$ cat src/hdl/pcplc_pkg.sv
package pcplc_pkg;
    // register indices; the byte address is four times the index
    localparam logic [7:0] IDX_BER_CMP       = 8'h11;
    localparam logic [7:0] IDX_TRIG_CTL      = 8'h12;
    localparam logic [7:0] IDX_LOAD_STROBES  = 8'h15;
    localparam logic [7:0] IDX_BER_PRELOAD   = 8'h18;
    localparam logic [7:0] IDX_RC_PRELOAD    = 8'h19;
    localparam logic [7:0] IDX_EF_PRELOAD    = 8'h1a;
    localparam logic [7:0] IDX_BPV_PRE_HI    = 8'h1c;
    localparam logic [7:0] IDX_BPV_PRE_LO    = 8'h1d;
    localparam logic [7:0] IDX_EC_PRELOAD    = 8'h1e;
    localparam logic [7:0] IDX_CRC_PRELOAD   = 8'h1f;
    // own registers
    localparam logic [7:0] IDX_MODE_CTL      = 8'h20;
    localparam logic [7:0] IDX_CAPTURE_STAT  = 8'h21;
    localparam logic [7:0] IDX_BER_COUNT     = 8'h22;

    // trigger control bit positions
    localparam int TRG_B0_BEGIN_MISS  = 7;
    localparam int TRG_B0_BEGIN_MATCH = 6;
    localparam int TRG_B1_BEGIN_MISS  = 5;
    localparam int TRG_B1_BEGIN_MATCH = 4;
    localparam int TRG_B0_END_MISS    = 3;
    localparam int TRG_B0_END_MATCH   = 2;
    localparam int TRG_B1_END_MISS    = 1;
    localparam int TRG_B1_END_MATCH   = 0;

    // load strobe bit positions
    localparam int LD_CRC = 5;
    localparam int LD_EC  = 4;
    localparam int LD_BPV = 3;
    localparam int LD_EF  = 2;
    localparam int LD_RC  = 1;
    localparam int LD_BER = 0;
    localparam int LD_NUM = 6;

    localparam logic [7:0] RST_BYTE     = 8'h00;
    localparam logic [1:0] MODE_SERIAL  = 2'h0;
    localparam logic [1:0] MODE_RST     = 2'h0;
endpackage

$ cat src/hdl/pcplc_top.sv
module pcplc_top
    import pcplc_pkg::*;
(
    // system
    input  wire logic        clk_sys,
    input  wire logic        rst,
    // apb slave
    input  wire logic        psel,
    input  wire logic        penable,
    input  wire logic        pwrite,
    input  wire logic [11:0] paddr,
    input  wire logic [31:0] pwdata,
    output logic             pready,
    output logic      [31:0] prdata,
    output logic             pslverr,
    // receive compare inputs
    input  wire logic        rx_word_valid,
    input  wire logic [7:0]  rx_word,
    input  wire logic [7:0]  code_detect_pattern,
    input  wire logic        buf1_word_valid,
    input  wire logic [7:0]  buf1_word,
    // capture control
    output logic             buf0_accumulate,
    output logic             buf1_accumulate,
    // bit error counter value and counter preload outputs
    output logic      [7:0]  bit_error_rate_counter,
    output logic             checksum_error_load,
    output logic      [7:0]  checksum_error_value,
    output logic             remote_error_bit_load,
    output logic      [7:0]  remote_error_bit_value,
    output logic             line_violation_load,
    output logic      [15:0] line_violation_value,
    output logic             frame_align_error_load,
    output logic      [7:0]  frame_align_error_value,
    output logic             alarm_crc_run_load,
    output logic      [7:0]  alarm_crc_run_value
);
    logic [7:0]        cmp_pattern_ff;
    logic [7:0]        trig_ctl_ff;
    logic [7:0]        strobes_ff;
    logic [7:0]        ber_pre_ff;
    logic [7:0]        rc_pre_ff;
    logic [7:0]        ef_pre_ff;
    logic [7:0]        bpv_hi_ff;
    logic [7:0]        bpv_lo_ff;
    logic [7:0]        ec_pre_ff;
    logic [7:0]        crc_pre_ff;
    logic [1:0]        mode_ff;
    logic [7:0]        ber_cnt_ff;
    logic [7:0]        nxt_ber_cnt;
    logic [31:0]       prdata_ff;
    logic [31:0]       nxt_prdata;
    logic [LD_NUM-1:0] load_rise;
    logic              wr_en;
    logic              rd_en;
    logic              addr_ok;
    logic              addr_aln;
    logic              addr_pg;
    logic              rd_stat;
    logic [7:0]        reg_idx;
    logic [7:0]        wbyte;
    logic              serial_mode;
    logic              cdw_match;
    logic              load_seen_ff;

    // byte address is four times the register index
    assign reg_idx  = paddr[9:2];
    assign wbyte    = pwdata[7:0];
    assign addr_aln = (paddr[1:0] == 2'h0);
    assign addr_pg  = (paddr[11:10] == 2'h0);
    assign addr_ok  = addr_aln && addr_pg && idx_mapped(reg_idx);
    assign wr_en    = psel & penable & pwrite & addr_ok;
    assign rd_en    = psel & ~penable & ~pwrite;
    // status read completes in the access cycle
    assign rd_stat  = psel & penable & ~pwrite & addr_ok & (reg_idx == IDX_CAPTURE_STAT);
    assign pready   = 1'b1;
    assign pslverr  = psel & penable & ~addr_ok;
    assign prdata   = prdata_ff;

    function automatic logic idx_mapped(input logic [7:0] idx);
        case (idx)
            IDX_BER_CMP,
            IDX_TRIG_CTL,
            IDX_LOAD_STROBES,
            IDX_BER_PRELOAD,
            IDX_RC_PRELOAD,
            IDX_EF_PRELOAD,
            IDX_BPV_PRE_HI,
            IDX_BPV_PRE_LO,
            IDX_EC_PRELOAD,
            IDX_CRC_PRELOAD,
            IDX_MODE_CTL,
            IDX_CAPTURE_STAT,
            IDX_BER_COUNT: idx_mapped = 1'b1;
            default:       idx_mapped = 1'b0;
        endcase
    endfunction

    // write strobe for one register index
    function automatic logic wr_hit(input logic [7:0] want);
        wr_hit = wr_en && (reg_idx == want);
    endfunction

    function automatic logic [3:0] ones8(input logic [7:0] v);
        logic [3:0] n;
        n = 4'h0;
        for (int k = 0; k < 8; k++) begin
            n = n + {3'h0, v[k]};
        end
        ones8 = n;
    endfunction

    always_ff @(posedge clk_sys) begin
        if (rst) begin
            cmp_pattern_ff <= RST_BYTE;
        end else if (wr_en && reg_idx == IDX_BER_CMP) begin
            cmp_pattern_ff <= wbyte;
        end
    end

    always_ff @(posedge clk_sys) begin
        if (rst) begin
            trig_ctl_ff <= RST_BYTE;
        end else if (wr_en && reg_idx == IDX_TRIG_CTL) begin
            trig_ctl_ff <= wbyte;
        end
    end

    // top two strobe bits unused, kept zero
    always_ff @(posedge clk_sys) begin
        if (rst) begin
            strobes_ff <= RST_BYTE;
        end else if (wr_en && reg_idx == IDX_LOAD_STROBES) begin
            strobes_ff <= {2'h0, wbyte[LD_NUM-1:0]};
        end
    end

    // preloads cleared at reset so a load never passes unknowns
    // bit error rate preload
    always_ff @(posedge clk_sys) begin
        if (rst) begin
            ber_pre_ff <= RST_BYTE;
        end else if (wr_hit(IDX_BER_PRELOAD)) begin
            ber_pre_ff <= wbyte;
        end
    end

    always_ff @(posedge clk_sys) begin
        if (rst) begin
            rc_pre_ff <= RST_BYTE;
        end else if (wr_hit(IDX_RC_PRELOAD)) begin
            rc_pre_ff <= wbyte;
        end
    end

    always_ff @(posedge clk_sys) begin
        if (rst) begin
            ef_pre_ff <= RST_BYTE;
        end else if (wr_hit(IDX_EF_PRELOAD)) begin
            ef_pre_ff <= wbyte;
        end
    end

    always_ff @(posedge clk_sys) begin
        if (rst) begin
            bpv_hi_ff <= RST_BYTE;
        end else if (wr_hit(IDX_BPV_PRE_HI)) begin
            bpv_hi_ff <= wbyte;
        end
    end

    always_ff @(posedge clk_sys) begin
        if (rst) begin
            bpv_lo_ff <= RST_BYTE;
        end else if (wr_hit(IDX_BPV_PRE_LO)) begin
            bpv_lo_ff <= wbyte;
        end
    end

    always_ff @(posedge clk_sys) begin
        if (rst) begin
            ec_pre_ff <= RST_BYTE;
        end else if (wr_hit(IDX_EC_PRELOAD)) begin
            ec_pre_ff <= wbyte;
        end
    end

    always_ff @(posedge clk_sys) begin
        if (rst) begin
            crc_pre_ff <= RST_BYTE;
        end else if (wr_hit(IDX_CRC_PRELOAD)) begin
            crc_pre_ff <= wbyte;
        end
    end

    always_ff @(posedge clk_sys) begin
        if (rst) begin
            mode_ff <= MODE_RST;
        end else if (wr_en && reg_idx == IDX_MODE_CTL) begin
            mode_ff <= wbyte[1:0];
        end
    end

    assign serial_mode = (mode_ff == MODE_SERIAL);

    pcplc_edge #(
        .W (LD_NUM)
    ) u_edge (
        .clk_sys    (clk_sys),
        .rst        (rst),
        .level_in   (strobes_ff[LD_NUM-1:0]),
        .enable     (serial_mode),
        .rise_pulse (load_rise)
    );

    assign checksum_error_load     = load_rise[LD_CRC];
    assign checksum_error_value    = crc_pre_ff;
    assign remote_error_bit_load   = load_rise[LD_EC];
    assign remote_error_bit_value  = ec_pre_ff;
    assign line_violation_load     = load_rise[LD_BPV];
    assign line_violation_value    = {bpv_hi_ff, bpv_lo_ff};
    assign frame_align_error_load  = load_rise[LD_EF];
    assign frame_align_error_value = ef_pre_ff;
    assign alarm_crc_run_load      = load_rise[LD_RC];
    assign alarm_crc_run_value     = rc_pre_ff;

    always_comb begin
        nxt_ber_cnt = ber_cnt_ff;
        if (load_rise[LD_BER]) begin
            nxt_ber_cnt = ber_pre_ff;
        end else if (buf1_word_valid) begin
            nxt_ber_cnt = ber_cnt_ff + {4'h0, ones8(buf1_word ^ cmp_pattern_ff)};
        end
    end

    always_ff @(posedge clk_sys) begin
        if (rst) begin
            ber_cnt_ff <= RST_BYTE;
        end else begin
            ber_cnt_ff <= nxt_ber_cnt;
        end
    end

    assign bit_error_rate_counter = ber_cnt_ff;

    assign cdw_match = (rx_word == code_detect_pattern);

    pcplc_trig u_trig0 (
        .clk_sys        (clk_sys),
        .rst            (rst),
        .cmp_valid      (rx_word_valid),
        .cmp_match      (cdw_match),
        .begin_on_miss  (trig_ctl_ff[TRG_B0_BEGIN_MISS]),
        .begin_on_match (trig_ctl_ff[TRG_B0_BEGIN_MATCH]),
        .end_on_miss    (trig_ctl_ff[TRG_B0_END_MISS]),
        .end_on_match   (trig_ctl_ff[TRG_B0_END_MATCH]),
        .accumulate     (buf0_accumulate)
    );

    pcplc_trig u_trig1 (
        .clk_sys        (clk_sys),
        .rst            (rst),
        .cmp_valid      (rx_word_valid),
        .cmp_match      (cdw_match),
        .begin_on_miss  (trig_ctl_ff[TRG_B1_BEGIN_MISS]),
        .begin_on_match (trig_ctl_ff[TRG_B1_BEGIN_MATCH]),
        .end_on_miss    (trig_ctl_ff[TRG_B1_END_MISS]),
        .end_on_match   (trig_ctl_ff[TRG_B1_END_MATCH]),
        .accumulate     (buf1_accumulate)
    );

    // sticky flag: any counter load since last status read; set beats clear
    always_ff @(posedge clk_sys) begin
        if (rst) begin
            load_seen_ff <= 1'b0;
        end else if (|load_rise) begin
            load_seen_ff <= 1'b1;
        end else if (rd_stat) begin
            load_seen_ff <= 1'b0;
        end
    end

    // read data registered in setup so it is stable through access
    always_comb begin
        nxt_prdata = 32'h0000_0000;
        case (reg_idx)
            IDX_BER_CMP:      nxt_prdata[7:0] = cmp_pattern_ff;
            IDX_TRIG_CTL:     nxt_prdata[7:0] = trig_ctl_ff;
            IDX_LOAD_STROBES: nxt_prdata[7:0] = strobes_ff;
            IDX_BER_PRELOAD:  nxt_prdata[7:0] = ber_pre_ff;
            IDX_RC_PRELOAD:   nxt_prdata[7:0] = rc_pre_ff;
            IDX_EF_PRELOAD:   nxt_prdata[7:0] = ef_pre_ff;
            IDX_BPV_PRE_HI:   nxt_prdata[7:0] = bpv_hi_ff;
            IDX_BPV_PRE_LO:   nxt_prdata[7:0] = bpv_lo_ff;
            IDX_EC_PRELOAD:   nxt_prdata[7:0] = ec_pre_ff;
            IDX_CRC_PRELOAD:  nxt_prdata[7:0] = crc_pre_ff;
            IDX_MODE_CTL:     nxt_prdata[1:0] = mode_ff;
            IDX_CAPTURE_STAT: nxt_prdata[2:0] = {load_seen_ff, buf1_accumulate, buf0_accumulate};
            IDX_BER_COUNT:    nxt_prdata[7:0] = ber_cnt_ff;
            default:          nxt_prdata = 32'h0000_0000;
        endcase
    end

    always_ff @(posedge clk_sys) begin
        if (rst) begin
            prdata_ff <= 32'h0000_0000;
        end else if (rd_en) begin
            // misaligned or unmapped reads return zero
            prdata_ff <= addr_ok ? nxt_prdata : 32'h0000_0000;
        end
    end
endmodule

$ cat src/hdl/pcplc_edge.sv
module pcplc_edge
    import pcplc_pkg::*;
#(
    parameter int W = 6
) (
    // system
    input  wire logic         clk_sys,
    input  wire logic         rst,
    // level in, pulse out
    input  wire logic [W-1:0] level_in,
    input  wire logic         enable,
    output logic      [W-1:0] rise_pulse
);
    logic [W-1:0] prev_ff;

    always_ff @(posedge clk_sys) begin
        if (rst) begin
            prev_ff <= '0;
        end else begin
            prev_ff <= level_in;
        end
    end

    genvar i;
    generate
        for (i = 0; i < W; i++) begin : g_rise
            assign rise_pulse[i] = enable & level_in[i] & ~prev_ff[i];
        end
    endgenerate
endmodule

$ cat src/hdl/pcplc_trig.sv
module pcplc_trig
    import pcplc_pkg::*;
(
    // system
    input  wire logic clk_sys,
    input  wire logic rst,
    // comparison result for the selected data
    input  wire logic cmp_valid,
    input  wire logic cmp_match,
    // arm bits
    input  wire logic begin_on_miss,
    input  wire logic begin_on_match,
    input  wire logic end_on_miss,
    input  wire logic end_on_match,
    // capture state
    output logic      accumulate
);
    logic hit_begin;
    logic hit_end;
    logic acc_ff;

    assign hit_begin = cmp_valid & ((begin_on_miss & ~cmp_match) | (begin_on_match & cmp_match));
    assign hit_end   = cmp_valid & ((end_on_miss & ~cmp_match) | (end_on_match & cmp_match));

    // a stop condition wins if both fire on the same word
    always_ff @(posedge clk_sys) begin
        if (rst) begin
            acc_ff <= 1'b0;
        end else if (hit_end) begin
            acc_ff <= 1'b0;
        end else if (hit_begin) begin
            acc_ff <= 1'b1;
        end
    end

    assign accumulate = acc_ff;
endmodule

$ cat config.mk
export PLATFORM = sky130hd
export DESIGN_NAME = pcplc_top
export DESIGN_NICKNAME = d
export VERILOG_FILES = /design/src/hdl/pcplc_pkg.sv /design/src/hdl/pcplc_top.sv /design/src/hdl/pcplc_edge.sv /design/src/hdl/pcplc_trig.sv
export SDC_FILE = /design/constraint.sdc
export NUM_CORES = 1
export LEC_CHECK = 0
export BUFFER_PORTS_ARGS = -buffer_cell sky130_fd_sc_hd__buf_4
export CORE_MARGIN = 5
export CORE_UTILIZATION = 50
export CTS_CLUSTER_SIZE = 16
export DETAILED_ROUTE_END_ITERATION = 10
export GPL_ROUTABILITY_DRIVEN = 0
export GPL_TIMING_DRIVEN = 0
export PLACE_DENSITY = 0.8
export SYNTH_ARGS = -nofsm -noshare
export SYNTH_HDL_FRONTEND = slang
export SYNTH_SLANG_ARGS = --single-unit
$ cat constraint.sdc
create_clock -name clk_sys -period 5.2 [get_ports clk_sys]
set_input_delay 0.26 -clock clk_sys [delete_from_list [all_inputs] [get_ports clk_sys]]
set_output_delay 0.26 -clock clk_sys [all_outputs]
set_load 0.05 [all_outputs]
==> key figures <==
Status
  – Run status: finished, final reports clean

Setup path
  – Number of cells traversed by the worst register-to-register path: 13
  – Source of the worst register-to-register timing path: cmp_pattern_ff[0]
  – Arr. time, crit path: 4.15 ns
  – Largest driver fanout on the critical path: 3
  – Most repeated library cell on the critical path: sky130_fd_sc_hd__fa_1
  – Buffers & Inverters on Critical Path: 1
  – Terminus of the critical flop-to-flop path: bit_error_rate_counter[4]
  – Largest stage delay on the critical path: 0.49 ns
  – Worst path slowest cell: sky130_fd_sc_hd__fa_1
  – Worst Setup Path Type: reg -> reg
  – Critical path startpoint: cmp_pattern_ff[0]
  – Worst path depth: 13
  – CP endpoint: bit_error_rate_counter[4]
  – Cell-by-cell listing of the critical path: xor2_1, fa_1, fa_1, fa_1, inv_1, fa_1, fa_1, nor2b_1, o21ai_0, nand2b_1, nand2_1, xor2_1, a211oi_1
  – Capturing element type of the critical path: register
  – Reg2reg setup slack: 1.31 ns
  – Required time at the endpoint of the critical path: 5.46 ns
  – Crit-path leading delay family: adder cells
  – Kind of launch point of the worst setup path: register

Logic synthesis
  – Cell types with the largest area share after synthesis: sky130_fd_sc_hd__dfxtp_1 37%, sky130_fd_sc_hd__mux2i_1 13%, sky130_fd_sc_hd__nor2_1 6.3%
  – Async set-or-reset flop fraction in the synthesized netlist: 0
  – Combined area of all synthesized cells: 5680 um2
  – Number of flops mapped to enable cells by yosys: 0
  – Gate count after technology mapping: 650
  – Fraction of the yosys area taken by sequential cells: 0.370
  – Count of state elements after synthesis: 105
  – Area share of the largest cell type after synthesis: 0.370
  – Top post-synthesis cells by count: 105 x sky130_fd_sc_hd__dfxtp_1, 96 x sky130_fd_sc_hd__nor2_1, 74 x sky130_fd_sc_hd__mux2i_1, 67 x sky130_fd_sc_hd__nand2_1, 34 x sky130_fd_sc_hd__clkbuf_1
  – Synthesized area divided by synthesized cell count: 8.74 um2
  – Most numerous cell in the Yosys netlist: sky130_fd_sc_hd__dfxtp_1
  – Cell taking the most area after synthesis: sky130_fd_sc_hd__dfxtp_1
  – Netlist cell types: 68
  – Dominant register cell in the synthesized netlist: sky130_fd_sc_hd__dfxtp_1
  – Number of synthesis warnings: 0

Route
  – Count of routing violations after the opening detailed-route iteration: 915
  – Metal1 wirelength: 7190 um
  – Count of antenna-violating nets left after detailed routing: 0
  – Mean number of vias per cell: 5.98
  – First-pass DRT Iterations: 8
  – Met2 Routed Length: 8580 um
  – Residual DRC: 0
  – Met3 wire len: 2350 um
  – Total wire length: 19200 um
  – Routed len/inst: 20.3 um
  – Vias: 5659
  – Uppermost routed layer: met4

Timing
  – Post-Route Skew: 0.00673 ns
  – Final Slew Violations: 0
  – Setup repair after global routing missed its margin: no
  – Portion of the clock cycle consumed by the worst path in the final layout: 0.748
  – Final critical path time including I/O delays and setup: 3.89 ns
  – Max frequency: 0.257 GHz
  – Worst relative slew slack: 0.465
  – # setup viols final: 0
  – Setup tns final: 0 ns
  – Actual transition at the worst max-transition pin: 0.800 ns
  – Final Hold Viols: 0

CTS
  – Number of sinks on the clock net: 105
  – CTS Root Buffer Type: sky130_fd_sc_hd__clkbuf_16
  – Hold buffer count at CTS: 0
  – Max Buffers Root-to-Sink: 2
  – TritonCTS buffer count: 9
  – CTS tree: done
  – Post-CTS repair timing setup buffer count: 0
  – Later-pin clock latency in the skew report: 0.36 ns
  – Post-cts resize count: 0
  – H-tree depth: 3
  – Clock transition at the registers of the reported paths: 0.07 ns

Global routing
  – Total track usage: 0.283
  – Grt ovf: 0
  – Global-route wire length before repair: 29500 um
  – Number of antenna violations at the first check in global routing: 0
  – Largest net degree at the start of global routing: 17
  – Via count of the first global-routing pass: 5557

Run
  – Count of max-cap constraint violations: 0

Floorplanning
  – Number of top-level pins: 172
  – Die Outline Area: 13600 um2
  – Initial core utilization: 0.504
  – Standard-cell rows: 39
  – Core Footprint: 11300 um2
  – Die boundary width: 117 um
  – Die span in y: 117 um

Cells and area
  – Synthesis-to-finish area growth: 25.9%
  – Post-Layout Inst Area: 7150 um2
  – Proportion of layout cells with a drive suffix above 1: 0.232
  – Final-layout fill cell count: 942
  – Layout net count: 889
  – Number of antenna diodes: 0

Pwr
  – Leak: 3.35 nW
  – Areal power density over the cells: 279 nW/um2
  – Post-layout power: 1.99 mW
  – VDD IR-drop max: 0.182 mV

Placed design
  – Standard cell area after detailed placement: 6810 um2
  – Post-detailed-placement half-perimeter wirelength: 14500 um
  – IO buf count: 115

Worst hold path
  – Hold crit path type: in -> reg
## layout by cell type, fill, tap and decap left out, drive strengths merged, types with 2 or more instances in the layout
cell type / count
a22o: 8
o211ai: 4
nor2b: 11
a222oi: 5
xor2: 18
a221oi: 3
ha: 10
and2: 3
a22oi: 7
nand2b: 9
a211oi: 9
inv: 11
or2: 3
a31oi: 6
o21ai: 18
mux2i: 74
mux2: 5
nor2: 98
a32oi: 3
nand3: 15
a32o: 3
o31ai: 2
nor3: 2
a21oi: 28
conb: 25
nand2: 68
a221o: 2
bufinv: 3
and3: 4
nand4: 8
or3: 3
clkbuf: 45
nor4: 2
xnor2: 3
nand4b: 2
o22ai: 2
or4: 3
fa: 5
buf: 149
dfxtp: 105
## sequential cells by signal, summed over array words and instances, names as in the netlist
| signal | cells |
|---|---|
| checksum_error_value | 8 |
| strobes_ff | 6 |
| bit_error_rate_counter | 8 |
| remote_error_bit_value | 8 |
| u_trig1.accumulate | 1 |
| bpv_hi_ff | 8 |
| alarm_crc_run_value | 8 |
| cmp_pattern_ff | 8 |
| trig_ctl_ff | 8 |
| u_edge.prev_ff | 6 |
| mode_ff | 2 |
| frame_align_error_value | 8 |
| prdata | 8 |
| load_seen_ff | 1 |
| bpv_lo_ff | 8 |
| ber_pre_ff | 8 |
| u_trig0.accumulate | 1 |
## cells by family after synthesis
| family | Yosys count | synth area share |
|---|---|---|
| compound gates | 110 | 0.135 |
| mux | 80 | 0.144 |
| simple gates | 239 | 0.207 |
| xor+xnor | 21 | 0.0324 |
| flops | 105 | 0.370 |
| fa+ha+maj | 15 | 0.0396 |
| buf+inv | 78 | 0.0694 |
| other cells | 2 | 0.00132 |
## layer usage
layer	track usage	vias to the layer above
li1	-	2519
met1	0.350	2637
met2	0.451	407
met3	0.0829	96
met4	0.141	0
met5	0	-
## per-stage QoR
stage                     instances  worst slack, ns   util  hold slack, ns
after floorplan                 673             1.42      -           0.357
after global placement          931             1.48  0.604           0.444
after detailed placement        931             1.31  0.604           0.451
after CTS                       946             1.29  0.634           0.108
after global routing            946             1.11  0.634           0.128
final                           946             1.31  0.634           0.108
## area by class of cell
class,count,area [um2],share of cell area
Inverter,10,37.5,0.00525
Tap cell,143,179,0.0250
Multi-Input combinational cell,490,3270,0.457
Clock inverter,4,98.8,0.0138
Timing Repair Buffer,115,863,0.121
Clock buffer,11,243,0.0339
Buffer,68,357,0.0499
Sequential cell,105,2100,0.294
## worst min path at each step
stage,startpoint,to,slack [ns],cells past startpoint
2_1_floorplan,rx_word_valid,u_trig0.accumulate,0.36,1
3_3_place_gp,prdata[7],prdata[7],0.44,2
3_5_place_dp,prdata[6],prdata[6],0.45,2
4_1_cts,rx_word_valid,u_trig0.accumulate,0.11,2
5_1_grt,rx_word_valid,u_trig0.accumulate,0.13,2
6_report,rx_word_valid,u_trig0.accumulate,0.11,2
## report_power, final
part	total [mW]	internal (mW)	switching, mW
Clock	0.788	0.483	0.305
Combinational	0.372	0.137	0.235
Sequential	0.832	0.815	0.0174
Power figures use the tool's default switching activity.
